--- src/udb_defines.vh ---
// Constants for the device-side Ultra DMA burst port.
// Assumes inclusion by the burst port modules, the host model and the testbench.
`ifndef UDB_DEFINES_VH
`define UDB_DEFINES_VH
// ============================================================
// Register offsets (byte addresses, one 32-bit word each)
`define UDB_ADR_CTRL      8'h00
`define UDB_ADR_CMD       8'h04
`define UDB_ADR_STATUS    8'h08
`define UDB_ADR_ERROR     8'h0C
`define UDB_ADR_TXDATA    8'h10
`define UDB_ADR_RXDATA    8'h14
`define UDB_ADR_HOSTCRC   8'h18
`define UDB_ADR_DEVCRC    8'h1C
`define UDB_ADR_RESET     8'h20
// ============================================================
// Control register fields
`define UDB_CTRL_MODE_LSB 0
`define UDB_CTRL_MODE_MSB 2
`define UDB_CTRL_UDMA_EN  3
`define UDB_CTRL_NOREVERT 4
`define UDB_CTRL_MEMMODE  5
`define UDB_CTRL_ABORT    6
`define UDB_CTRL_RST      8'h00
`define UDB_MAX_MODE      3'h4
// ============================================================
// Command register codes
`define UDB_CMD_NONE      2'h0
`define UDB_CMD_READ      2'h1
`define UDB_CMD_WRITE     2'h2
`define UDB_CMD_DONE      2'h3
// ============================================================
// Status and error register bits
`define UDB_ST_BSY        7
`define UDB_ST_DRQ        3
`define UDB_ST_ERR        0
`define UDB_ER_ICRC       7
`define UDB_ER_ABRT       2
// ============================================================
// Reset register codes
`define UDB_RST_SOFT      2'h1
`define UDB_RST_HARD      2'h2
// ============================================================
// CRC definition
`define UDB_CRC_SEED      16'h4ABA
`define UDB_CRC_POLY      16'h1021
// ============================================================
// Timing: data settle before strobe edge
`define UDB_DVS_NS        70
`define UDB_CLK_NS        8
`define UDB_DVS_CYC       ((`UDB_DVS_NS + `UDB_CLK_NS - 1) / `UDB_CLK_NS)
`endif

--- src/udb_crc16.v ---
// CRC-16 update for one 16-bit burst word.
// Assumes the caller holds the running value in its own register.
`timescale 1ns/1ps
`include "udb_defines.vh"
module udb_crc16 (
   crc_in,
   data_in,
   crc_out
);
   input  wire [15:0] crc_in;
   input  wire [15:0] data_in;
   output reg  [15:0] crc_out;

   integer i;
   reg     fb;

   // ============================================================
   // Bit-serial CRC, most significant data bit first.
   always @* begin
      crc_out = crc_in;
      fb      = 1'b0;
      for (i = 15; i >= 0; i = i - 1) begin
         fb      = crc_out[15] ^ data_in[i];
         crc_out = {crc_out[14:0], 1'b0};
         if (fb) begin
            crc_out = crc_out ^ `UDB_CRC_POLY;
         end
      end
   end
endmodule // udb_crc16

--- src/udb_port.v ---
// Device-side Ultra DMA burst port with a Wishbone register slave.
// Assumes host-side pins are asynchronous to ref_clk and active high here.
// What this block does
// - With UDMA enabled, DMA read and write use burst protocol.
// - Lines take burst meanings only with mode, command, request and acknowledge.
// - Lines revert to normal meaning once the host negates acknowledge.
// - In read bursts host input is ready, device output is strobe.
// - In write bursts host input is strobe, device output is ready.
// - Each strobe edge, rising or falling, moves one word.
// - The sender drives both the data bus and the strobe.
// - Data settles on the bus before the latching strobe edge.
// - Host picks one mode, not above the fastest supported.
// - Soft reset keeps mode when reverting is disabled, else falls back.
// - Power-on or hard reset clears the selected UDMA mode.
// - Device compares host CRC with its own and flags mismatch.
// - Across bursts of one command the first error is reported.
// - A CRC error mid-command may abort or finish, always reported.
// - Every burst word is 16 bits wide.
// - In memory mode READY stays busy for the whole DMA command.
// - While a command runs, BSY or DRQ stays set.
// - A burst spans acknowledge assertion to acknowledge negation.
// - As recipient the device takes one word, then drops ready and ends the burst.
`timescale 1ns/1ps
`include "udb_defines.vh"
module udb_port (
   ref_clk,
   reset_n,
   wb_cyc_i,
   wb_stb_i,
   wb_we_i,
   wb_adr_i,
   wb_sel_i,
   wb_dat_i,
   wb_dat_o,
   wb_ack_o,
   dmack_i,
   stop_i,
   hrdy_strobe_i,
   dmarq_o,
   drdy_strobe_o,
   ready_o,
   data_i,
   data_o,
   data_oe
);
   input  wire        ref_clk;
   input  wire        reset_n;
   input  wire        wb_cyc_i;
   input  wire        wb_stb_i;
   input  wire        wb_we_i;
   input  wire [7:0]  wb_adr_i;
   input  wire [3:0]  wb_sel_i;
   input  wire [31:0] wb_dat_i;
   output reg  [31:0] wb_dat_o;
   output reg         wb_ack_o;
   input  wire        dmack_i;
   input  wire        stop_i;
   input  wire        hrdy_strobe_i;
   output reg         dmarq_o;
   output reg         drdy_strobe_o;
   output reg         ready_o;
   input  wire [15:0] data_i;
   output reg  [15:0] data_o;
   output reg         data_oe;

   localparam ST_IDLE = 3'h0;
   localparam ST_REQ  = 3'h1;
   localparam ST_XFER = 3'h2;
   localparam ST_CRC  = 3'h3;
   localparam ST_END  = 3'h4;
   localparam [31:0] DVS_CYC = `UDB_DVS_CYC;

   // ============================================================
   // Reset release and pin synchronisers.
   reg        rst_a_r;
   reg        rst_b_r;
   reg [1:0]  ack_s_r;
   reg [1:0]  stp_s_r;
   reg [1:0]  stb_s_r;
   reg        stb_d_r;
   reg [15:0] dat_a_r;
   reg [15:0] dat_b_r;
   wire       rst_n = rst_b_r;

   always @(posedge ref_clk or negedge reset_n) begin
      if (!reset_n) begin
         rst_a_r <= 1'b0;
         rst_b_r <= 1'b0;
      end else begin
         rst_a_r <= 1'b1;
         rst_b_r <= rst_a_r;
      end
   end

   always @(posedge ref_clk or negedge rst_n) begin
      if (!rst_n) begin
         ack_s_r <= 2'h0;
         stp_s_r <= 2'h0;
         stb_s_r <= 2'h0;
         stb_d_r <= 1'b0;
         dat_a_r <= 16'h0000;
         dat_b_r <= 16'h0000;
      end else begin
         ack_s_r <= {ack_s_r[0], dmack_i};
         stp_s_r <= {stp_s_r[0], stop_i};
         stb_s_r <= {stb_s_r[0], hrdy_strobe_i};
         stb_d_r <= stb_s_r[1];
         dat_a_r <= data_i;
         dat_b_r <= dat_a_r;
      end
   end

   wire dmack   = ack_s_r[1];
   wire stop    = stp_s_r[1];
   wire hline   = stb_s_r[1];
   wire h_edge  = hline ^ stb_d_r;

   // ============================================================
   // Registers.
   reg [7:0]  ctrl_r;
   reg [2:0]  saved_mode_r;
   reg [1:0]  cmd_r;
   reg        busy_r;
   reg        drq_r;
   reg [7:0]  err_r;
   reg [15:0] tx_r;
   reg        tx_full_r;
   reg [15:0] rx_r;
   reg        rx_full_r;
   reg [15:0] hcrc_r;
   reg [15:0] crc_r;
   reg [2:0]  st_r;
   reg [3:0]  dly_r;
   wire [15:0] crc_nxt;

   wire udma_on = ctrl_r[`UDB_CTRL_UDMA_EN];
   wire memmode = ctrl_r[`UDB_CTRL_MEMMODE];
   wire is_read = (cmd_r == `UDB_CMD_READ);
   wire is_wr   = (cmd_r == `UDB_CMD_WRITE);
   wire in_cmd  = is_read | is_wr;
   wire wb_req  = wb_cyc_i & wb_stb_i & ~wb_ack_o;
   wire wb_wr   = wb_cyc_i & wb_stb_i & wb_ack_o & wb_we_i & wb_sel_i[0];

   function hit;
      input [7:0] a;
      input [7:0] b;
      begin
         hit = (a == b);
      end
   endfunction

   function [2:0] clamp_mode;
      input [2:0] m;
      begin
         clamp_mode = (m > `UDB_MAX_MODE) ? `UDB_MAX_MODE : m;
      end
   endfunction

   wire rx_word = (st_r == ST_XFER) && is_wr && h_edge && !stop;
   wire tx_take = (st_r == ST_XFER) && is_read && tx_full_r && hline && !stop
                  && (dly_r == 4'h0);

   udb_crc16 u_crc (
      .crc_in  (crc_r),
      .data_in (is_read ? tx_r : dat_b_r),
      .crc_out (crc_nxt)
   );

   always @(posedge ref_clk or negedge rst_n) begin
      if (!rst_n) begin
         ctrl_r       <= `UDB_CTRL_RST;
         saved_mode_r <= 3'h0;
         cmd_r        <= `UDB_CMD_NONE;
         busy_r       <= 1'b0;
         drq_r        <= 1'b0;
         err_r        <= 8'h00;
         tx_r         <= 16'h0000;
         tx_full_r    <= 1'b0;
         rx_r         <= 16'h0000;
         rx_full_r    <= 1'b0;
         hcrc_r       <= 16'h0000;
         crc_r        <= `UDB_CRC_SEED;
         st_r         <= ST_IDLE;
         dly_r        <= 4'h0;
         dmarq_o      <= 1'b0;
         drdy_strobe_o <= 1'b0;
         data_o       <= 16'h0000;
         data_oe      <= 1'b0;
         ready_o      <= 1'b1;
      end else begin
         // Software side.
         if (wb_wr && hit(wb_adr_i, `UDB_ADR_CTRL)) begin
            ctrl_r       <= {wb_dat_i[7:3], clamp_mode(wb_dat_i[2:0])};
            saved_mode_r <= clamp_mode(wb_dat_i[2:0]);
         end
         if (wb_wr && hit(wb_adr_i, `UDB_ADR_CMD) && udma_on) begin
            cmd_r  <= wb_dat_i[1:0];
            busy_r <= (wb_dat_i[1:0] != `UDB_CMD_NONE);
            err_r  <= 8'h00;
            crc_r  <= `UDB_CRC_SEED;
            if (wb_dat_i[1:0] != `UDB_CMD_NONE && memmode) begin
               ready_o <= 1'b0;
            end
         end
         if (wb_wr && hit(wb_adr_i, `UDB_ADR_RESET)) begin
            cmd_r   <= `UDB_CMD_NONE;
            busy_r  <= 1'b0;
            drq_r   <= 1'b0;
            ready_o <= 1'b1;
            if (wb_dat_i[1:0] == `UDB_RST_HARD) begin
               ctrl_r <= `UDB_CTRL_RST;
            end else if (wb_dat_i[1:0] == `UDB_RST_SOFT &&
                         !ctrl_r[`UDB_CTRL_NOREVERT]) begin
               ctrl_r[`UDB_CTRL_UDMA_EN] <= 1'b0;
            end else begin
               ctrl_r[2:0] <= saved_mode_r;
            end
         end
         if (wb_wr && hit(wb_adr_i, `UDB_ADR_TXDATA) && !tx_full_r) begin
            tx_r      <= wb_dat_i[15:0];
            tx_full_r <= 1'b1;
         end
         if (wb_cyc_i && wb_stb_i && wb_ack_o && !wb_we_i && hit(wb_adr_i, `UDB_ADR_RXDATA)) begin
            rx_full_r <= 1'b0;
         end
         // Link side state machine.
         case (st_r)
            ST_IDLE: begin
               data_oe       <= 1'b0;
               drdy_strobe_o <= 1'b0;
               if (in_cmd && udma_on && (is_wr ? !rx_full_r : tx_full_r)) begin
                  dmarq_o <= 1'b1;
                  st_r    <= ST_REQ;
               end
            end
            ST_REQ: begin
               if (!in_cmd) begin
                  dmarq_o <= 1'b0;
                  st_r    <= ST_IDLE;
               end else if (dmack) begin
                  st_r  <= ST_XFER;
                  dly_r <= DVS_CYC[3:0];
                  crc_r <= `UDB_CRC_SEED;
                  drq_r <= 1'b1;
                  busy_r <= 1'b0;
                  if (is_wr) begin
                     drdy_strobe_o <= 1'b1;
                  end
               end
            end
            ST_XFER: begin
               if (dly_r != 4'h0) dly_r <= dly_r - 4'h1;
               if (is_read && !stop) begin
                  data_oe <= 1'b1;
                  data_o  <= tx_r;
               end
               if (tx_take) begin
                  drdy_strobe_o <= ~drdy_strobe_o;
                  crc_r         <= crc_nxt;
                  tx_full_r     <= 1'b0;
                  dly_r         <= DVS_CYC[3:0];
               end
               if (rx_word) begin
                  rx_r      <= dat_b_r;
                  rx_full_r <= 1'b1;
                  crc_r     <= crc_nxt;
               end
               if (is_wr && rx_full_r) begin
                  drdy_strobe_o <= 1'b0;
               end
               if (stop || (is_read && !tx_full_r) || (is_wr && rx_full_r)) begin
                  dmarq_o <= 1'b0;
                  st_r    <= ST_CRC;
               end
            end
            ST_CRC: begin
               if (is_read) drdy_strobe_o <= 1'b1;
               if (!dmack) begin
                  data_oe <= 1'b0;
                  hcrc_r  <= dat_b_r;
                  st_r    <= ST_END;
               end
            end
            ST_END: begin
               busy_r <= 1'b1;
               drq_r  <= 1'b0;
               if (hcrc_r != crc_r && !err_r[`UDB_ER_ICRC]) begin
                  if (err_r == 8'h00) begin
                     err_r[`UDB_ER_ICRC] <= 1'b1;
                  end
                  if (ctrl_r[`UDB_CTRL_ABORT]) begin
                     err_r[`UDB_ER_ABRT] <= 1'b1;
                     cmd_r               <= `UDB_CMD_DONE;
                  end
               end
               st_r <= ST_IDLE;
            end
            default: st_r <= ST_IDLE;
         endcase
         if (wb_wr && hit(wb_adr_i, `UDB_ADR_CMD) && wb_dat_i[1:0] == `UDB_CMD_DONE
             && (st_r == ST_IDLE || st_r == ST_REQ)) begin
            cmd_r   <= `UDB_CMD_NONE;
            busy_r  <= 1'b0;
            ready_o <= 1'b1;
         end
      end
   end

   // ============================================================
   // Wishbone answer: ack one cycle after the request, dropped next cycle.
   always @(posedge ref_clk or negedge rst_n) begin
      if (!rst_n) begin
         wb_ack_o <= 1'b0;
         wb_dat_o <= 32'h0000_0000;
      end else begin
         wb_ack_o <= wb_req;
         if (wb_req) begin
            case (wb_adr_i)
               `UDB_ADR_CTRL:    wb_dat_o <= {24'h000000, ctrl_r};
               `UDB_ADR_CMD:     wb_dat_o <= {30'h00000000, cmd_r};
               `UDB_ADR_STATUS:  wb_dat_o <= {24'h000000, busy_r, 3'h0, drq_r, 2'h0,
                                              (err_r != 8'h00)};
               `UDB_ADR_ERROR:   wb_dat_o <= {24'h000000, err_r};
               `UDB_ADR_TXDATA:  wb_dat_o <= {31'h00000000, tx_full_r};
               `UDB_ADR_RXDATA:  wb_dat_o <= {15'h0000, rx_full_r, rx_r};
               `UDB_ADR_HOSTCRC: wb_dat_o <= {16'h0000, hcrc_r};
               `UDB_ADR_DEVCRC:  wb_dat_o <= {16'h0000, crc_r};
               default:          wb_dat_o <= 32'h0000_0000;
            endcase
         end
      end
   end
endmodule // udb_port
--- config.mk ---
export PLATFORM = sky130hd
export DESIGN_NAME = udb_port
export DESIGN_NICKNAME = d
export VERILOG_FILES = /design/src/udb_crc16.v /design/src/udb_port.v
export VERILOG_INCLUDE_DIRS = /design/src
export SDC_FILE = /design/constraint.sdc
export NUM_CORES = 1
export LEC_CHECK = 0
export ABC_AREA = 1
export BUFFER_PORTS_ARGS = -buffer_cell sky130_fd_sc_hd__buf_2
export CORE_MARGIN = 3
export CORE_UTILIZATION = 35
export DETAILED_ROUTE_END_ITERATION = 8
export GPL_ROUTABILITY_DRIVEN = 1
export PLACE_DENSITY = 0.55
export SYNTH_ARGS = -nofsm -noshare
export SYNTH_HDL_FRONTEND = slang
export SYNTH_SLANG_ARGS = --single-unit
export TNS_END_PERCENT = 50
--- constraint.sdc ---
create_clock -name ref_clk -period 5.4 [get_ports ref_clk]
set_input_delay 0.81 -clock ref_clk [delete_from_list [all_inputs] [get_ports ref_clk]]
set_output_delay 0.81 -clock ref_clk [all_outputs]
set_load 0.02 [all_outputs]
==> metrics, run 1 <==
later-pin clock latency in the skew report roughly 0.43 ns; number of global-route vias before repair 6231; normalized max-slew margin 43.00%; setup bufs post-CTS 0; nets roughly 1100; Max H-tree Level 4; minimum clock period 2.586 ns; crit path DAT 2.92 ns; largest net degree at the start of global routing roughly 110; Int Power 0.002092 W; max cap viols 0; leakage ~4.8 nW; clock share of power 40.7%; status finished clean; Via density roughly 4.8; syn_area_per_cell approximately 8.4 µm²; FF-to-FF Start cmd_r[1]; crit path from cmd_r[1]; sequential share of power between 40 and 50%; critical path peak fanout 26; placed wire-length estimate about 16 mm; CTS Sinks 169; Worst R2R End crc_r[6]; Max Clk Rate 386.7 MHz; Boundary Pins about 120; Initial DRC Count ~570; Tot GR Track Use roughly 18%; die height roughly 160 µm; Total Neg Setup Slack 0 ns; Ys Warns 0; Tightest Pin Transition around 0.85 ns; PwrDens 313.5 nW/µm²; area of the mapped netlist 8177 µm²; Worst-path clk slew 0.07 ns; floorplan die width approximately 160 µm; Die ar. about 25000 µm²; DP Area roughly 9000 µm²; Starting Density between 30% and 40%; Reg2Reg Setup Slack about 2.8 ns; Post-synth top flop dfrtp_1; Reg2Reg Depth 11; setup violators final 0; final hold vios 0; P_sw between 0.0008 and 0.0009 W; Synth Instances between 900 and 1000; setup ws final roughly 2.8 ns; Non-Filler Instances 1377; Seq/Total Area, Yosys 51.86%; EDFF count, synth 0; Distinct cells, synth 42; final core utilization about two fifths; WL per Instance around 16 µm; asr flop ratio synth between 90% and 100%; Place WS between 2 and 3 ns; CTS root buffer clkbuf_16; Final Cycle Share 47.89%; Inst Count DP 1345; initial antenna violation count 0; area added between synthesis and finish 15.09%; Routed Antenna Nets 0; Routed WL between 20 and 25 mm; CTS hold repair buffers 0; worst vdd ir around 0.00021 V; fraction of final layout cells sized beyond drive strength 1 between 15 and 20%; unrepaired setup endpoints after global routing false; diode count 0; required time of the worst setup path approximately 5.7 ns; crit path kind flip-flop to flip-flop; Core Area between 20000 and 25000 µm²; GP Congestion 0.8816; Comb power frac a little over an eighth; IO Port Bufs 86; Slew Viols, Final 0; Worst Clk Skew around 0.0085 ns; clk buf depth 2; first drt pass iteration count 7; vias post-DR around 6600; final non-filler cell area roughly 9400 µm²; Core Rows 55; grt ovf 0; switch share roughly 29%; TritonCTS Buffers 17; CP Capture Type flip-flop; Synth Register Bits ~170; CTS tree done; DRC viols 0; post-CTS sizing 0; worst hold path class input pin to async pin; first-pass GRT wire length approximately 36 mm; CP Launch Type flip-flop
## worst max-delay path: stages (launching register included)
cell and delay, ns:
dfrtp_1 0.35, inv_1 0.08, ha_1 0.19, inv_1 0.46, nor2_2 0.09, nand2_4 0.29
nor2_4 0.10, nor2_4 0.12, inv_1 0.09, o21ai_1 0.22, nand2_1 0.23, o21ai_0 0.27
## sequential cells by signal, summed over array words and instances (netlist names), 2 cells and up
signal / cells
dat_b_r: 16
data_o: 16
st_r: 3
dly_r: 4
rx_r: 16
stb_s_r: 2
cmd_r: 2
crc_r: 16
stp_s_r: 2
ack_s_r: 2
dat_a_r: 16
wb_dat_o: 17
tx_r: 16
hcrc_r: 16
saved_mode_r: 3
ctrl_r: 8
err_r: 2
## logic make-up (layout without fill, tap and decap cells)
group,Yosys count,after routing,share of synthesized area [%]
simple gates,409,409,21.67
compound gates,184,184,12.82
flops,169,169,51.86
buf+inv,165,247,8.845
xor+xnor,23,23,2.464
mux,13,13,1.790
fa+ha+maj,3,3,0.4591
other cells,2,16,0.09185
## through the flow
stage               hold slack [ns]  power, W
CTS                          0.1343  0.002980
global placement             0.3317  0.001770
detailed placement           0.3365  0.001771
finish                       0.1510  0.002950
floorplan                    0.3312  0.001668
global route                 0.1402  0.003098
## how the worst max path moves through the flow
stage                             end  cells after the start
after floorplan            ack_s_r[0]                      0
after global placement    wb_dat_o[3]                      8
after detailed placement  wb_dat_o[3]                      8
after CTS                    crc_r[6]                     11
after global routing         crc_r[6]                     11
final                        crc_r[6]                     11
## routing by layer
| layer | track usage [%] | wire (µm) | vias up |
|---|---|---|---|
| li1 | - | - | 3289 |
| met1 | 27.75 | 11380 | 3068 |
| met2 | 25.81 | 9416 | 180 |
| met3 | 2.870 | 1123 | 23 |
| met4 | 4.855 | 300 | 0 |
| met5 | 0 | 0 | - |
## power by group through the flow
stage               combinational [W]  sequential (W)  clock (W)
floorplan                    0.000272         0.00140          0
global placement             0.000381         0.00139          0
detailed placement           0.000382         0.00139          0
CTS                          0.000383         0.00137    0.00123
global route                 0.000441         0.00137    0.00128
finish                       0.000383         0.00137    0.00120
## layout by cell type, fill, tap and decap left out, types with 3 or more instances in the layout
| cell type | Yosys | routed |
|---|---|---|
| inv_1 | 122 | 122 |
| dfrtp_1 | 160 | 159 |
| o21ai_2 | 3 | 3 |
| nor2_1 | 37 | 37 |
| buf_4 | 17 | 3 |
| o21ai_0 | 95 | 95 |
| nor3_1 | 19 | 19 |
| mux2_2 | 13 | 13 |
| ha_1 | 3 | 3 |
| nand3_1 | 65 | 65 |
| nand4_1 | 4 | 4 |
| clkbuf_16 | 0 | 17 |
| nor2_4 | 4 | 4 |
| o31ai_1 | 3 | 3 |
| a211oi_1 | 12 | 12 |
| inv_6 | 0 | 4 |
| o21bai_1 | 3 | 3 |
| conb_1 | 2 | 16 |
| inv_2 | 3 | 3 |
| a21oi_1 | 27 | 27 |
| xor2_1 | 13 | 13 |
| nand2_1 | 251 | 251 |
| nand2_2 | 21 | 21 |
| clkinvlp_4 | 0 | 3 |
| o211ai_1 | 3 | 3 |
| xnor2_1 | 10 | 10 |
| dfstp_2 | 9 | 9 |
| buf_2 | 8 | 86 |
| o22ai_1 | 26 | 26 |
| o21ai_1 | 3 | 3 |
## synthesized netlist by cell type (8+ instances only)
| master | instances | area share, % |
|---|---|---|
| dfrtp_1 | 160 | 49 |
| dfstp_2 | 9 | 2.9 |
| a21oi_1 | 27 | 1.7 |
| a211oi_1 | 12 | 1.1 |
| buf_2 | 8 | 0.49 |
| nor2_1 | 37 | 1.7 |
| mux2_2 | 13 | 1.8 |
| nand2_2 | 21 | 1.6 |
| buf_4 | 17 | 1.6 |
| o22ai_1 | 26 | 2.0 |
| nor3_1 | 19 | 1.2 |
| nand2_1 | 251 | 12 |
| clkbuf_1 | 11 | 0.50 |
| xor2_1 | 13 | 1.4 |
| o21ai_0 | 95 | 5.8 |
| nand3_1 | 65 | 4.0 |
| xnor2_1 | 10 | 1.1 |
| inv_1 | 122 | 5.6 |
## final cells by class
| cell class | instances | area [µm²] |
|---|---|---|
| inverter | 125 | 469.2 |
| clock inverter | 14 | 137.6 |
| multi-input combinational | 648 | 3266 |
| tap | 313 | 391.6 |
| clock buffer | 18 | 429.2 |
| timing repair buffer | 90 | 473.0 |
| sequential | 169 | 4244 |
| fill | 2316 | 13370 |
Power figures use the tool's default switching activity.
==> run 2, diff against run 1 <==
PLACE_DENSITY = 0.53   (was 0.55)
clock period = 2.5 ns   (was 5.4 ns; I/O delays follow)
==> run 2 against run 1 <==
- cell count rose by 1.5%
- count of clock-buffer cells in the layout fell by 1
- power grew 120%
- clock skew grew 0.0036 ns
- register-to-register slack got worse by 2.6 ns
- clock power grew 120%
- utilization grew 1.1 points
- non-clock buffer count is 21 higher
- critical path depth up 5
- routed wire length rose by 2.7%
- setup slack worse by 2.6 ns
- sequential cell count is the same
- critical path type unchanged
- critical endpoint is now crc_r[12]
- largest cell class unchanged
- largest power group unchanged
- highest routed layer unchanged
==> metrics, run 2 (synthesis gave the netlist of run 1 again) <==
Tightest Pin Transition 0.6350 ns (was 0.8540 ns); grt ovf 0 (unchanged); Tot GR Track Use 18.62% (was 17.91%); Slew Viols, Final 0 (unchanged); normalized max-slew margin 57.41% (was 43.00%); Largest Register wb_dat_o (unchanged); CTS Sinks 169 (unchanged); Core Rows 55 (unchanged); leakage 4.905 nW (was 4.777 nW); placed wire-length estimate 17.12 mm (was 16.03 mm); WL per Instance 16.32 µm (was 16.14 µm); Core Area 22780 µm² (unchanged); Total Neg Setup Slack 0 ns (unchanged); Total Power 0.006490 W (was 0.002950 W); minimum clock period 2.249 ns (was 2.586 ns); Max stage delay cell, worst path dfrtp_1 (was inv_1); Worst-path clk slew 0.07 ns (about the same); most used cell, CP nand2_1 (was inv_1); later-pin clock latency in the skew report 0.44 ns (was 0.43 ns); Max Clk Rate 444.6 MHz (was 386.7 MHz); clk buf depth 2 (unchanged); most common cell after layout, fill and taps aside nand2_1 (unchanged); worst vdd ir 0.0005002 V (was 0.0002098 V); Starting Density 35.90% (unchanged); unrepaired setup endpoints after global routing false (unchanged); PwrDens 671.9 nW/µm² (was 313.5 nW/µm²); Die ar. 25230 µm² (unchanged); required time of the worst setup path 2.82 ns (was 5.74 ns); CTS tree done (unchanged); CP Launch Type flip-flop (unchanged); Initial DRC Count 453 (was 567); largest net degree at the start of global routing 56 (was 105); TritonCTS Buffers 17 (unchanged); Routed WL 22.82 mm (was 22.22 mm); Final Cycle Share 89.97% (was 47.89%); status finished clean (unchanged); critical path peak fanout 6 (was 26); Routed Antenna Nets 0 (unchanged); Slowest Stage Delay on Critical Path 0.39 ns (was 0.46 ns); final hold vios 0 (unchanged); DRC viols 0 (unchanged); crit path kind flip-flop to flip-flop (unchanged); Crit path max-delay family simple AND/OR/NAND/NOR gates (unchanged); Max H-tree Level 4 (unchanged); Buf+Inv Stages, Crit Path 3 (unchanged); first-pass GRT wire length 36.84 mm (was 35.51 mm); Via density 4.759 (was 4.764); initial antenna violation count 0 (unchanged); Boundary Pins 121 (unchanged); max cap viols 0 (unchanged); CTS root buffer clkbuf_16 (unchanged); Worst Clk Skew 0.01213 ns (was 0.008526 ns); setup violators final 0 (unchanged); crit path DAT 2.57 ns (was 2.92 ns); number of global-route vias before repair 6560 (was 6231); GP Congestion 0.8926 (was 0.8816); vias post-DR 6653 (was 6560); die height 158.8 µm (unchanged); number of flip-flops in the largest register 17 (unchanged); nets 1143 (was 1122); critical path cell sequence inv_1, ha_4, inv_1, buf_4, nand2_1, nand3_1, nand2_2, nand2_1, nand2_1, nand3_1, nand3_1, nand2_2, nand2_1, nand3_1, nand2_1, nand2_1 (was inv_1, ha_1, inv_1, nor2_2, nand2_4, nor2_4, nor2_4, inv_1, o21ai_1, nand2_1, o21ai_0); area added between synthesis and finish 18.13% (was 15.09%); fraction of final layout cells sized beyond drive strength 1 19.17% (was 17.11%); diode count 0 (unchanged); most frequent cells in the layout nand2_1 (248), dfrtp_1 (159), inv_1 (122) (was nand2_1 (251), dfrtp_1 (159), inv_1 (122)); IO Port Bufs 86 (unchanged); setup bufs post-CTS 0 (unchanged); first drt pass iteration count 5 (was 7); CP Capture Type flip-flop (unchanged); worst hold path class input pin to flip-flop (was input pin to async pin); floorplan die width 158.8 µm (unchanged)
[run 2: changes by cell type in the layout (fill, tap and decap cells not counted), sizes merged]
cell,change
bufinv,+1
clkinvlp,-1
clkbuf,-1
clkinv,+1
dlygate4sd3,+1
buf,+20
[run 2: routing by layer]
metal	vias to the layer above	part of all wire, %	wire, µm	global-route usage (%)
met5	-	0	0	0
met4	0	1.2	271	4.258
met1	3152	51	11590	27.75
met2	162	43	9867	27.99
met3	17	4.8	1085	3.705
li1	3322	-	-	-
[run 2: timing repair]
action                                  CTS  global route
endpoints found under the setup margin    0             8
endpoints found under the hold margin     2             0
hold buffers                              1             0
gates resized for setup                   0             9
[run 2: final timing paths]
kind                                 start           to  slack, ns  cells after the start
worst min register to register     rst_b_r   dat_b_r[8]       0.33                      0
worst max-delay path              cmd_r[1]    crc_r[12]       0.25                     16
min in group asynchronous          reset_n      rst_a_r       0.26                      2
max in group asynchronous          rst_b_r    crc_r[14]       1.44                      1
worst max register to register    cmd_r[1]    crc_r[12]       0.25                     16
worst min-delay path            data_i[15]  dat_a_r[15]       0.04                      1
[run 2: report_power, final]
group          switching, W  internal, W
combinational      0.000560     0.000294
sequential         0.000102      0.00284
clock               0.00120      0.00149
total               0.00186      0.00463
[run 2: stage by stage]
stage               std cells  cell area [µm²]  util (%)  hold WS (ns)  worst slack [ns]
floorplan                 982             8233         -       0.07941            0.6433
global placement         1365             9019     39.59        0.1623            0.2129
detailed placement       1365             9019     39.59        0.1643            0.1978
CTS                      1398             9620     42.24       0.02952            0.1736
global route             1398             9659     42.41       0.02666           0.02653
finish                   1398             9659     42.41       0.04022            0.2507
[run 2: area by class of cell]
class,instances,area (µm²)
multi-input combinational,648,3293
fill,2297,13120
clock buffer,17,425.4
tap,313,391.6
clock inverter,15,166.4
timing repair buffer,111,669.4
inverter,125,469.2
sequential,169,4244
[run 2: worst reg2reg max path, stage by stage (launching register included)]
cell	delay, ns
dfrtp_1	0.39
inv_1	0.14
ha_4	0.19
inv_1	0.08
buf_4	0.17
nand2_1	0.07
nand3_1	0.09
nand2_2	0.17
nand2_1	0.07
nand2_1	0.11
nand3_1	0.12
nand3_1	0.16
nand2_2	0.09
nand2_1	0.06
nand3_1	0.10
nand2_1	0.09
nand2_1	0.05
==> run 3, diff against run 2 <==
ABC_AREA = not set   (was 1)
PLACE_DENSITY = 0.54   (was 0.53)
==> run 3 against run 2 <==
- clock power down 3%
- maximum frequency down 7.8%
- worst hold slack gained 0.0082 ns
- synthesized cell count down 34%
- area after synthesis shrank 4.4%
- design area fell by 1.7%
- cell count is 24% lower
- via count down 20%
- critical path type unchanged
- critical endpoint unchanged
- largest power group unchanged
==> metrics, run 3 <==
PwrDens 614.1 nW/µm² (was 671.9 nW/µm²); grt ovf 0 (unchanged); critical path peak fanout 12 (was 6); Seq/Total Area, Yosys 54.24% (was 51.86%); leakage 4.569 nW (was 4.905 nW); Core Rows 54 (was 55); fraction of final layout cells sized beyond drive strength 1 36.45% (was 19.17%); Reg2Reg Setup Slack 0.06 ns (was 0.25 ns); CTS tree done (unchanged); largest net degree at the start of global routing 72 (was 56); most frequent cells after synthesis dfrtp_1 (160), mux2_2 (81), nand2_1 (47) (was nand2_1 (251), dfrtp_1 (160), inv_1 (122)); Non-Filler Instances 1062 (was 1398); worst vdd ir 0.0004469 V (was 0.0005002 V); TritonCTS Buffers 17 (unchanged); minimum clock period 2.440 ns (was 2.249 ns); final hold vios 0 (unchanged); syn_area_per_cell 12.21 µm² (was 8.447 µm²); worst hold path class input pin to flip-flop (unchanged); Tightest Pin Transition 0.6053 ns (was 0.6350 ns); Synth area leader dfrtp_1 (unchanged); status finished clean (unchanged); Max Clk Rate 409.9 MHz (was 444.6 MHz); area of the mapped netlist 7817 µm² (was 8177 µm²); Slew Viols, Final 0 (unchanged); Final Hold Slack 0.04842 ns (was 0.04022 ns); area added between synthesis and finish 21.49% (was 18.13%); clk buf depth 2 (unchanged); die height 155.5 µm (was 158.8 µm); Boundary Pins 121 (unchanged); CTS root buffer clkbuf_16 (unchanged); EDFF count, synth 0 (unchanged); placed wire-length estimate 14.41 mm (was 17.12 mm); Total Power 0.005832 W (was 0.006490 W); Initial DRC Count 280 (was 453); Tot GR Track Use 16.90% (was 18.62%); Ys Warns 0 (unchanged); later-pin clock latency in the skew report 0.43 ns (was 0.44 ns); Max stage delay cell, worst path xor3_2 (was dfrtp_1); Slowest Stage Delay on Critical Path 0.46 ns (was 0.39 ns); Die ar. 24160 µm² (was 25230 µm²); IO Port Bufs 86 (unchanged); crit path DAT 2.74 ns (was 2.57 ns); Total Neg Setup Slack 0 ns (unchanged); GP Congestion 0.8222 (was 0.8926); floorplan die width 155.5 µm (was 158.8 µm); crit path kind flip-flop to flip-flop (unchanged); Worst-path clk slew 0.07 ns (about the same); most common cell after layout, fill and taps aside dfrtp_1 (was nand2_1); WL per Instance 18.74 µm (was 16.32 µm); Routed Antenna Nets 0 (unchanged); Synth Register Bits 169 (unchanged); Final Cycle Share 97.59% (was 89.97%); final non-filler cell area 9498 µm² (was 9659 µm²); vias post-DR 5324 (was 6653); Starting Density 35.71% (was 35.90%); number of flip-flops in the largest register 17 (unchanged); CP Launch Type flip-flop (unchanged); Max H-tree Level 4 (unchanged); Via density 5.013 (was 4.759); critical path cell sequence inv_1, ha_4, buf_12, mux2i_4, xnor2_2, buf_4, xor3_2, xor2_2, xnor2_1, o21ai_1 (was inv_1, ha_4, inv_1, buf_4, nand2_1, nand3_1, nand2_2, nand2_1, nand2_1, nand3_1, nand3_1, nand2_2, nand2_1, nand3_1, nand2_1, nand2_1); top cells by area, synth dfrtp_1 (51%), mux2_2 (12%), xnor2_1 (4.4%) (was dfrtp_1 (49%), nand2_1 (12%), o21ai_0 (5.8%)); CTS Sinks 169 (unchanged); nets 840 (was 1143); required time of the worst setup path 2.80 ns (was 2.82 ns); Core Area 21890 µm² (was 22780 µm²); Synth Instances 640 (was 968); max cap viols 0 (unchanged); Post-synth top flop dfrtp_1 (unchanged); Largest Register wb_dat_o (unchanged); DRC viols 0 (unchanged); first drt pass iteration count 4 (was 5); most common cell in the netlist dfrtp_1 (was nand2_1); Distinct cells, synth 56 (was 42); Crit path max-delay family XOR/XNOR gates (was simple AND/OR/NAND/NOR gates); setup violators final 0 (unchanged); diode count 0 (unchanged); share of Yosys cell area claimed by the top area cell type 51.22% (was 48.97%); asr flop ratio synth 100.0% (unchanged); DP Area 8800 µm² (was 9019 µm²); initial antenna violation count 0 (unchanged); number of global-route vias before repair 5556 (was 6560); Worst Clk Skew 0.009793 ns (was 0.01213 ns); first-pass GRT wire length 31.53 mm (was 36.84 mm); most frequent cells in the layout dfrtp_1 (159), buf_2 (86), mux2_2 (81) (was nand2_1 (248), dfrtp_1 (159), inv_1 (122)); normalized max-slew margin 59.65% (was 57.41%); Routed WL 19.90 mm (was 22.82 mm); Inst Count DP 1023 (was 1365); Buf+Inv Stages, Crit Path 3 (unchanged); CP Capture Type flip-flop (unchanged)
==> run 3: cell types whose count changed after synthesis, sizes merged, moves of 17 or more <==
cell,change
inv,-112
a22oi,+17
xnor2,+39
nand3,-57
o22ai,-26
o21ai,-66
mux2i,+26
mux2,+68
nand2,-227
==> run 3: power breakdown <==
group	switching, W	internal [W]	leakage (nW)
Sequential	0.0000380	0.00277	2.17
Clock	0.00113	0.00147	0.281
Combinational	0.000236	0.000190	2.12
Total	0.00140	0.00443	4.57
==> run 3: area by class of cell <==
class | instances | area (µm²)
sequential | 169 | 4244
fill | 2082 | 12390
timing repair buffer | 133 | 848.3
clock buffer | 21 | 470.5
multi-input combinational | 435 | 3425
clock inverter | 11 | 111.4
inverter | 13 | 48.80
tap | 280 | 350.3
==> run 3: timing repair <==
action	4_1_cts	5_1_grt
pin swaps	0	2
hold endpoints to repair	2	0
hold buffers	1	0
setup buffers	0	6
endpoints found under the setup margin	7	10
gates resized for setup	1	11
==> run 3: metal layers <==
layer	global-route usage [%]	vias up	wire length (µm)
li1	-	2488	-
met1	23.91	2682	9399
met4	5.752	0	381
met3	2.698	21	863
met2	26.56	133	9257
met5	0	-	0
==> run 3: metrics by stage <==
step           utilization, %  setup slack (ns)
2_1_floorplan               -            0.2156
3_3_place_gp            40.20          -0.01304
3_5_place_dp            40.20          -0.01886
4_1_cts                 42.91           0.01687
5_1_grt                 43.39         -0.008798
6_report                43.39           0.06032
==> run 3: kinds of logic after synthesis <==
family,share of synthesized area [%]
buf+inv,3.409
compound gates,8.195
xor+xnor,9.715
mux,15.28
simple gates,8.579
flops,54.24
other cells,0.09607
fa+ha+maj,0.4802
==> run 3: worst register-to-register path: stages, from the launching register on <==
cell and delay (ns):
dfrtp_1 0.38, inv_1 0.11, ha_4 0.19, buf_12 0.17, mux2i_4 0.27, xnor2_2 0.17, buf_4 0.16, xor3_2 0.46
xor2_2 0.17, xnor2_1 0.17, o21ai_1 0.08
==> run 3: path summary, 6_finish.rpt <==
kind,from,endpoint,depth (start not counted)
worst max register to register,cmd_r[1],crc_r[12],10
worst min-delay path,data_i[15],dat_a_r[15],1
worst min register to register,rst_b_r,dat_b_r[3],0
min in group asynchronous,reset_n,rst_b_r,2
worst max-delay path,cmd_r[1],crc_r[12],10
max in group asynchronous,rst_b_r,crc_r[9],1
